## src/rtl/pd_pkg.sv

```systemverilog
// Constants shared by the power-down and hold control block.
// Assumes a 50 MHz hclk and an AHB-Lite master with 32-bit data.
`default_nettype none
package pd_pkg;
  // Number of macrocells and pin lanes.
  localparam int LANES = 64;
  // Register byte offsets.
  localparam logic [7:0] OFF_CTRL = 8'h00;
  localparam logic [7:0] OFF_OE_LO = 8'h04;
  localparam logic [7:0] OFF_OE_HI = 8'h08;
  localparam logic [7:0] OFF_RP_LO = 8'h0c;
  localparam logic [7:0] OFF_RP_HI = 8'h10;
  localparam logic [7:0] OFF_STATUS = 8'h14;
  localparam logic [7:0] OFF_STATE_LO = 8'h18;
  localparam logic [7:0] OFF_STATE_HI = 8'h1c;
  // Control register field positions.
  localparam int CTRL_PD_EN = 0;
  localparam int CTRL_ASSIGN_A = 1;
  localparam int CTRL_ASSIGN_B = 2;
  localparam int CTRL_STBY_EN = 3;
  localparam int CTRL_W = 4;
  // Status register field positions.
  localparam int ST_PD = 0;
  localparam int ST_STBY = 1;
  localparam int ST_PIN_A = 2;
  localparam int ST_PIN_B = 3;
  // Reset values.
  localparam logic [3:0] CTRL_RST = 4'h0;
  localparam logic [31:0] WORD_RST = 32'h0000_0000;
  // Lanes whose pads double as the two power-down inputs.
  localparam int PD_A_LANE = 0;
  localparam int PD_B_LANE = 1;
  // Quiet time before standby, and the clock period, in ns.
  localparam int STBY_IDLE_NS = 200;
  localparam int CLK_NS = 20;
  localparam int STBY_IDLE_CYC = (STBY_IDLE_NS + CLK_NS - 1) / CLK_NS;
  localparam logic [3:0] STBY_MAX = 4'(STBY_IDLE_CYC);
endpackage : pd_pkg
`default_nettype wire

```

## src/rtl/pd_sync.sv

```systemverilog
// Two flip-flop synchroniser for a bus of independent level signals.
// Assumes each bit is a slow level; no word coherence is promised.
`default_nettype none
module pd_sync #(
  parameter int W = 1
) (
  // Clock and reset.
  input wire logic hclk,
  input wire logic hresetn,
  // Asynchronous levels in, synchronised levels out.
  input wire logic [W-1:0] d,
  output logic [W-1:0] q
);
  // The first stage is read only by the second stage.
  logic [W-1:0] meta_q;

  // Both stages reset to zero so a pin reads low until sampled.
  always_ff @(posedge hclk or negedge hresetn) begin
    if (!hresetn) begin
      meta_q <= '0;
      q <= '0;
    end else begin
      meta_q <= d;
      q <= meta_q;
    end
  end
endmodule : pd_sync
`default_nettype wire

```

## src/rtl/pd_hold_ctrl.sv

```systemverilog
// Power-down, hold and standby control for a 64-macrocell logic array.
// Assumes pins are asynchronous and an AHB-Lite master owns the registers.
//
// Summary of operation
// - Enabled option: either assigned pin high powers down.
// - Pin A, pin B or both assignable.
// - Power-down holds internal state and enabled outputs.
// - Pin changes ignored until power-down pin low.
// - Assigned pin is neither logic input nor output.
// - Reserved macrocell still makes buried logic.
// - Standby entered automatically when logic quiet.
// - Per-macrocell reduced-power bit, sixty-four bits.
`default_nettype none
module pd_hold_ctrl (
  // Clock and reset.
  input wire logic hclk,
  input wire logic hresetn,
  // AHB-Lite slave.
  input wire logic hsel,
  input wire logic [31:0] haddr,
  input wire logic [1:0] htrans,
  input wire logic hwrite,
  input wire logic [2:0] hsize,
  input wire logic [31:0] hwdata,
  input wire logic hready,
  output logic [31:0] hrdata,
  output logic hreadyout,
  output logic hresp,
  // Power-down pins.
  input wire logic power_down_input_a,
  input wire logic power_down_input_b,
  // Logic pins: low output enable means driven.
  input wire logic [63:0] pin_in,
  output logic [63:0] pin_out,
  output logic [63:0] pin_oe_n,
  // Array state and power controls.
  output logic [63:0] buried_fb,
  output logic [63:0] reduced_power,
  output logic standby,
  output logic powered_down
);
  // Lanes that become power-down pins when the feature is on.
  function automatic logic [63:0] reserved_lanes(input logic en,
                                                input logic a,
                                                input logic b);
    logic [63:0] m;
    m = '0;
    m[pd_pkg::PD_A_LANE] = en & a;
    m[pd_pkg::PD_B_LANE] = en & b;
    return m;
  endfunction : reserved_lanes

  // Register storage.
  logic [3:0] ctrl_q;
  logic [63:0] oe_en_q;
  logic [63:0] rp_q;
  // Bus bookkeeping.
  logic wr_pend_q;
  logic [7:0] waddr_q;
  logic [31:0] hrdata_q;
  // Array state.
  logic [63:0] mc_q;
  logic [63:0] pin_out_q;
  logic [63:0] pin_oe_n_q;
  logic [63:0] pin_prev_q;
  logic pd_q;
  logic standby_q;
  logic [3:0] idle_q;
  // Synchronised pins.
  logic [63:0] pin_s;
  logic [1:0] pd_s;

  // Pins cross into hclk through two flip-flops each.
  pd_sync #(.W(64)) u_pin_sync (
    .hclk(hclk),
    .hresetn(hresetn),
    .d(pin_in),
    .q(pin_s)
  );
  pd_sync #(.W(2)) u_pd_sync (
    .hclk(hclk),
    .hresetn(hresetn),
    .d({power_down_input_b, power_down_input_a}),
    .q(pd_s)
  );

  // Control decode.
  wire pd_en = ctrl_q[pd_pkg::CTRL_PD_EN];
  wire asg_a = ctrl_q[pd_pkg::CTRL_ASSIGN_A];
  wire asg_b = ctrl_q[pd_pkg::CTRL_ASSIGN_B];
  wire stby_en = ctrl_q[pd_pkg::CTRL_STBY_EN];
  // Either assigned pin high freezes the array.
  wire pd_req = pd_en & ((asg_a & pd_s[0]) | (asg_b & pd_s[1]));
  // Reserved pads feed no logic and drive nothing.
  wire [63:0] rsv = reserved_lanes(pd_en, asg_a, asg_b);
  wire [63:0] logic_in = pin_s & ~rsv;

  // Macrocell next state: pin-fed cells follow their pin, a reserved
  // cell builds a buried term from the cells two and three places above it.
  logic [63:0] mc_next;
  for (genvar i = 0; i < 64; i++) begin : g_mc
    assign mc_next[i] = rsv[i] ? (mc_q[(i + 2) % 64] & mc_q[(i + 3) % 64])
                               : logic_in[i];
  end

  // Activity is any pin change or any pending state change.
  wire activity = (pin_s != pin_prev_q) | (mc_next != mc_q);
  wire [3:0] idle_d = activity ? 4'h0 :
                      (idle_q == pd_pkg::STBY_MAX) ? idle_q : idle_q + 4'h1;
  // Standby after a quiet stretch; any change wakes it.
  wire standby_d = stby_en & ~activity & (idle_q == pd_pkg::STBY_MAX);

  // While frozen nothing moves; on release the held state carries on.
  // No reset is applied on the way out.
  always_ff @(posedge hclk or negedge hresetn) begin
    if (!hresetn) begin
      mc_q <= '0;
      pin_out_q <= '0;
      pin_oe_n_q <= '1;
    end else if (!pd_req) begin
      mc_q <= mc_next;
      pin_out_q <= mc_q & ~rsv;
      pin_oe_n_q <= ~(oe_en_q & ~rsv);
    end
  end

  // Status flops and the quiet counter.
  always_ff @(posedge hclk or negedge hresetn) begin
    if (!hresetn) begin
      pd_q <= 1'b0;
      standby_q <= 1'b0;
      idle_q <= 4'h0;
      pin_prev_q <= '0;
    end else begin
      pd_q <= pd_req;
      standby_q <= standby_d;
      idle_q <= idle_d;
      pin_prev_q <= pin_s;
    end
  end

  // Bus decode: a request is taken when selected, ready and NONSEQ/SEQ.
  wire take = hsel & hready & htrans[1];
  wire [7:0] raddr = haddr[7:0];
  wire [31:0] status_w = {28'h0, pd_s[1], pd_s[0], standby_q, pd_q};
  // Unmapped offsets read as zero.
  wire [31:0] rd_mux =
    (raddr == pd_pkg::OFF_CTRL) ? {28'h0, ctrl_q} :
    (raddr == pd_pkg::OFF_OE_LO) ? oe_en_q[31:0] :
    (raddr == pd_pkg::OFF_OE_HI) ? oe_en_q[63:32] :
    (raddr == pd_pkg::OFF_RP_LO) ? rp_q[31:0] :
    (raddr == pd_pkg::OFF_RP_HI) ? rp_q[63:32] :
    (raddr == pd_pkg::OFF_STATUS) ? status_w :
    (raddr == pd_pkg::OFF_STATE_LO) ? mc_q[31:0] :
    (raddr == pd_pkg::OFF_STATE_HI) ? mc_q[63:32] : pd_pkg::WORD_RST;

  // Address phase capture; read data is loaded so it stands in the
  // data phase. Zero wait states, so hreadyout stays high.
  always_ff @(posedge hclk or negedge hresetn) begin
    if (!hresetn) begin
      wr_pend_q <= 1'b0;
      waddr_q <= 8'h00;
      hrdata_q <= pd_pkg::WORD_RST;
    end else begin
      wr_pend_q <= take & hwrite;
      waddr_q <= raddr;
      if (take && !hwrite) begin
        hrdata_q <= rd_mux;
      end
    end
  end

  // Data phase writes. The bus side is not frozen by power-down, since
  // only pin transitions are ignored.
  always_ff @(posedge hclk or negedge hresetn) begin
    if (!hresetn) begin
      ctrl_q <= pd_pkg::CTRL_RST;
      oe_en_q <= '0;
      rp_q <= '0;
    end else if (wr_pend_q) begin
      case (waddr_q)
        pd_pkg::OFF_CTRL: ctrl_q <= hwdata[3:0];
        pd_pkg::OFF_OE_LO: oe_en_q[31:0] <= hwdata;
        pd_pkg::OFF_OE_HI: oe_en_q[63:32] <= hwdata;
        pd_pkg::OFF_RP_LO: rp_q[31:0] <= hwdata;
        pd_pkg::OFF_RP_HI: rp_q[63:32] <= hwdata;
        default: ctrl_q <= ctrl_q;
      endcase
    end
  end

  // Port drive from flip-flops; hreadyout and hresp are tied constants.
  assign hrdata = hrdata_q;
  assign hreadyout = 1'b1;
  assign hresp = 1'b0;
  assign pin_out = pin_out_q;
  assign pin_oe_n = pin_oe_n_q;
  assign buried_fb = mc_q;
  assign reduced_power = rp_q;
  assign standby = standby_q;
  assign powered_down = pd_q;

  // Checks.
  property p_pd_entry;
    @(posedge hclk) disable iff (!hresetn)
    pd_en && asg_a && pd_s[0] |=> powered_down;
  endproperty
  a_pd_entry: assert property (p_pd_entry)
    else $error("assigned pin high did not power down");

  property p_assign_only;
    @(posedge hclk) disable iff (!hresetn)
    !(asg_a && pd_s[0]) && !(asg_b && pd_s[1]) |=> !powered_down;
  endproperty
  a_assign_only: assert property (p_assign_only)
    else $error("power-down from an unassigned pin");

  property p_hold_state;
    @(posedge hclk) disable iff (!hresetn)
    pd_req |=> mc_q == $past(mc_q);
  endproperty
  a_hold_state: assert property (p_hold_state)
    else $error("internal state moved while powered down");

  property p_hold_pins;
    @(posedge hclk) disable iff (!hresetn)
    pd_req [*2] |=> $stable(pin_out) && $stable(pin_oe_n);
  endproperty
  a_hold_pins: assert property (p_hold_pins)
    else $error("outputs moved while powered down");

  property p_ignore_pins;
    @(posedge hclk) disable iff (!hresetn)
    pd_req && (pin_s != pin_prev_q) |=> $stable(buried_fb);
  endproperty
  a_ignore_pins: assert property (p_ignore_pins)
    else $error("pin change acted on during power-down");

  property p_reserved_pad;
    @(posedge hclk) disable iff (!hresetn)
    !pd_req && rsv[pd_pkg::PD_A_LANE]
      |=> pin_oe_n[pd_pkg::PD_A_LANE] && !pin_out[pd_pkg::PD_A_LANE];
  endproperty
  a_reserved_pad: assert property (p_reserved_pad)
    else $error("reserved pad driven as logic output");

  property p_buried;
    @(posedge hclk) disable iff (!hresetn)
    !pd_req && rsv[pd_pkg::PD_A_LANE]
      |=> mc_q[pd_pkg::PD_A_LANE] == $past(mc_q[2] & mc_q[3]);
  endproperty
  a_buried: assert property (p_buried)
    else $error("reserved macrocell lost its buried term");

  property p_standby;
    @(posedge hclk) disable iff (!hresetn)
    (stby_en && !activity) [*8] ##1 (stby_en && !activity) [*3]
      |=> standby;
  endproperty
  a_standby: assert property (p_standby)
    else $error("no standby after quiet stretch");

  property p_standby_off;
    @(posedge hclk) disable iff (!hresetn)
    !stby_en || activity |=> !standby;
  endproperty
  a_standby_off: assert property (p_standby_off)
    else $error("standby while disabled or busy");

  property p_rp_bits;
    @(posedge hclk) disable iff (!hresetn)
    wr_pend_q && waddr_q == pd_pkg::OFF_RP_HI
      |=> reduced_power[63:32] == $past(hwdata);
  endproperty
  a_rp_bits: assert property (p_rp_bits)
    else $error("reduced-power bits not written");

  property p_resume;
    @(posedge hclk) disable iff (!hresetn)
    $past(pd_req) && !pd_req |=> mc_q == $past(mc_next);
  endproperty
  a_resume: assert property (p_resume)
    else $error("state not resumed after power-down");

  c_pd: cover property (@(posedge hclk) disable iff (!hresetn)
    $rose(powered_down));
  c_resume: cover property (@(posedge hclk) disable iff (!hresetn)
    $fell(powered_down));
  c_standby: cover property (@(posedge hclk) disable iff (!hresetn)
    $rose(standby));
endmodule : pd_hold_ctrl
`default_nettype wire

```

## config.mk

```make
export PLATFORM = sky130hd
export DESIGN_NAME = pd_hold_ctrl
export DESIGN_NICKNAME = d
export VERILOG_FILES = /design/src/rtl/pd_pkg.sv /design/src/rtl/pd_sync.sv /design/src/rtl/pd_hold_ctrl.sv
export SDC_FILE = /design/constraint.sdc
export NUM_CORES = 1
export LEC_CHECK = 0
export BUFFER_PORTS_ARGS = -buffer_cell sky130_fd_sc_hd__buf_2
export CORE_MARGIN = 2
export CORE_UTILIZATION = 45
export CTS_CLUSTER_DIAMETER = 40
export DETAILED_ROUTE_END_ITERATION = 7
export HOLD_SLACK_MARGIN = 0.03
export PLACE_DENSITY = 0.69
export SLEW_MARGIN = 20
export SYNTH_ARGS = -nofsm -noshare
export SYNTH_HDL_FRONTEND = slang
export SYNTH_SLANG_ARGS = --single-unit
```

## constraint.sdc

```tcl
create_clock -name hclk -period 1.97 [get_ports hclk]
set_input_delay 0.197 -clock hclk [delete_from_list [all_inputs] [get_ports hclk]]
set_output_delay 0.197 -clock hclk [all_outputs]
set_load 0.02 [all_outputs]
```

==> metrics.md <==
| Metric | Value |
|---|---|
| Slowest CP cell | `dfrtp_1` |
| Fin. Hold Viols | `0` |
| Psw | `0.007901 W` |
| Critical Path Start Type | `register` |
| Hold crit path type | `input port to register` |
| Die Y | `225.6 microns` |
| Outcome | `finished with violations` |
| Failing checks | `setup timing` |
| Synth top area share | `0.5696` |
| Top FF cell, synth | `dfrtp_1` |
| Largest area contributor in the netlist | `dfrtp_1` |
| Largest cells by area after synthesis | `dfrtp_1, dfstp_2, nand2_1` |
| Layout cells sized above 1 | `0.3061` |
| Final setup violation count | `161` |
| Tcrit/Tclk final | `1.094` |
| Cts bufs inserted | `73` |
| Post-route DRC violation count | `0` |
| Cell Int Power | `0.02232 W` |
| Commonest non-fill, non-tap cell in the layout | `dfrtp_1` |
| Worst Tran Pin Value | `0.5470 ns` |
| Global-route wire length before repair | `105.0 mm` |
| #FFs+latches synth | `567` |
| H-Tree Level Count | `3` |
| Die W | `225.6 microns` |
| Fillers | `3801` |
| Routed len/inst | `22.04 microns` |
| Max VDD drop | `1.031 mV` |
| Max-cap violations | `0` |
| Initial antenna violation count | `0` |
| Critical Path Sink Type | `register` |
| Num rows | `81` |
| Worst setup margin | `-0.1847 ns` |
| Synthesized instance count | `1906` |
| Final Util | `0.6108` |
| Synth Area per Inst | `11.59 sq um` |
| DIE AREA | `50900 sq um` |
| Slew HR | `0.6340` |
| Clock buffer depth | `3` |
| Worst clock skew | `0.02558 ns` |
| Synth warn | `0` |
| Crit-path cells | `nor4b_4 > buf_4 > and3b_2 > nand2_2 > nor2_4 > buf_12 > clkbuf_16 > mux2_4` |
| Vias in the first global route | `17170` |
| Total track usage | `0.2776` |
| Critical path class | `register to register` |
| Fmax | `0.4641 GHz` |
| Sinks on Clock Net | `567` |
| Starting Density | `0.4533` |
| Sw Ratio | `0.2614` |
| CP arrival | `2.63 ns` |
| N_diodes | `0` |
| DR iter-0 viols | `1529` |
| Cell Pwr Density | `1015 nW/um^2` |
| RSZ-0062 raised after global routing | `true` |
| Post-Synthesis Net Count | `2048` |
| Mapped cell area | `22100 sq um` |
| Layout area overhead | `34.75%` |
| Largest net degree at the start of global routing | `129` |
| Share of flip-flops with an asynchronous set or reset | `1.000` |
| NumNets Final | `2654` |
| Distinct cells, synth | `51` |
| TritonCTS clock tree | `done` |
| Leak | `14.02 nW` |
| Vias post-DR | `17120` |
| Initial DRT Pass Iterations | `5` |
| Slew Viols, Final | `0` |
| Worst-path fanout max | `7` |
| # port buffers | `401` |
| Clock root buffer | `clkbuf_16` |
| Total chip power | `0.03022 W` |
| Sequential area share after synthesis | `0.6457` |
| Clock Power Share | `0.467` |
| Via density | `5.291` |
| Dpl hpwl | `48.89 mm` |
| Critical Path RT | `2.45 ns` |
| Combinational share of power | `0.111` |
| Routed Antenna Nets | `0` |
| Commonest non-fill, non-tap cells in the layout | `dfrtp_1, nand2_1, buf_2` |
| Grt total ovfl | `0` |
| Ports | `432` |
| EDFF count, synth | `0` |
| Final GP Congestion | `0.9014` |
| Reg power frac | `0.422` |
| Critical path's largest stage delay | `0.39 ns` |
| Core Area | `48750 sq um` |
| Final WL | `71.30 mm` |
| Final min period | `2.155 ns` |
| Clock transition at path regs | `0.05 ns` |
| Clock Latency Late Sink | `0.61 ns` |
## worst paths after layout
check,to,startpoint,cells past startpoint,slack (ns)
worst min register to register,u_pin_sync.q[56],u_pin_sync.meta_q[56],0,0.34
min in group asynchronous,u_pin_sync.meta_q[13],hresetn,2,0.13
max in group asynchronous,pin_oe_n[15],hresetn,3,1.04
worst min-delay path,waddr_q[3],haddr[3],2,0.09
worst max-delay path,oe_en_q[4],waddr_q[6],8,-0.18
worst max register to register,oe_en_q[4],waddr_q[6],8,-0.18
## area by class of cell
cell class,count,area [sq um],share of cell area
clock inverters,42,565.5,0.01899
multi-input cells,1229,7600,0.2552
inverters,4,20.02,0.0006723
repair buffers,637,4418,0.1484
flip-flops and latches,567,14270,0.4792
clock buffers,92,2073,0.06962
well taps,664,830.8,0.02790
## cells in the mapped netlist (3+ instances only)
library cell,number
nor4_1,11
buf_4,8
a31oi_1,28
o21ai_0,5
a21oi_1,127
nor2_1,136
nand4_1,29
nand3_1,5
a32oi_1,3
buf_1,12
and3_1,6
nand2_1,420
mux2_2,6
clkbuf_1,57
nor2b_1,32
dfstp_2,64
o22ai_1,34
xor2_1,5
buf_2,29
o21a_1,3
nor3_1,11
o21ai_1,5
xnor2_1,109
and2_1,5
dfrtp_1,503
mux2_1,129
mux2i_1,31
o21bai_1,28
o31ai_1,31
## sequential cells by signal, indices dropped and copies added, names as in the netlist
name / flops
buried_fb: 64
ctrl_q: 4
hrdata: 32
idle_q: 4
oe_en_q: 64
pin_oe_n: 64
pin_out: 64
pin_prev_q: 64
powered_down: 1
reduced_power: 64
standby: 1
u_pd_sync.meta_q: 2
u_pd_sync.q: 2
u_pin_sync.meta_q: 64
u_pin_sync.q: 64
waddr_q: 8
wr_pend_q: 1
## per-stage QoR
step                worst slack, ns  area [sq um]  instances  hold slack [ns]  setup TNS, ns
detailed placement          -0.3055         25740       2987           0.1659         -20.11
global placement            -0.2696         25740       2987           0.1571         -18.21
floorplan                    0.1613         22100       1906         -0.09859              0
CTS                         -0.1103         29570       3232          0.05233         -4.289
global route                -0.2480         29780       3235          0.08027         -23.14
finish                      -0.1847         29780       3235          0.08660         -9.961
## routing by layer
layer  vias to the layer above  GRT usage  part of all wire
li1                       7658          -                 -
met4                         0     0.1160             0.040
met5                         -          0                 0
met2                       746     0.4432              0.47
met1                      8560     0.3776              0.42
met3                       152    0.04814             0.070
## power by group through the flow
stage                     Combinational, W  Clock, W  Sequential, W
after floorplan                   0.000970         0         0.0134
after global placement             0.00308         0         0.0129
after detailed placement           0.00314         0         0.0129
after CTS                          0.00332    0.0143         0.0127
after global routing               0.00359    0.0148         0.0128
final                              0.00334    0.0141         0.0128
## what timing repair did
action / in CTS / in global routing
pin swaps: 0 / 8
gates cloned: 1 / 3
endpoints found under the hold margin: 666 / 0
hold buffers: 107 / 0
buffers inserted: 3 / 1
resized for setup: 13 / 43
setup endpoints to repair: 97 / 125
## worst max-delay path, delay by kind of cell, from the launching register on
family        cells  cell delay, ns
buf+inv           3            0.50
flops             1            0.39
simple gates      4            0.83
mux               1            0.31
## cell families (layout without fill, tap and decap cells)
kind of cell,count (synthesis),in the layout,synth area share
buf+inv,110,775,0.02169
compound gates,273,273,0.07451
simple gates,671,671,0.1276
fa+ha+maj,2,2,0.001132
xor+xnor,114,114,0.04518
mux,167,167,0.08385
other cells,2,2,0.0003398
flops,567,567,0.6457
Power figures use the tool's default switching activity.
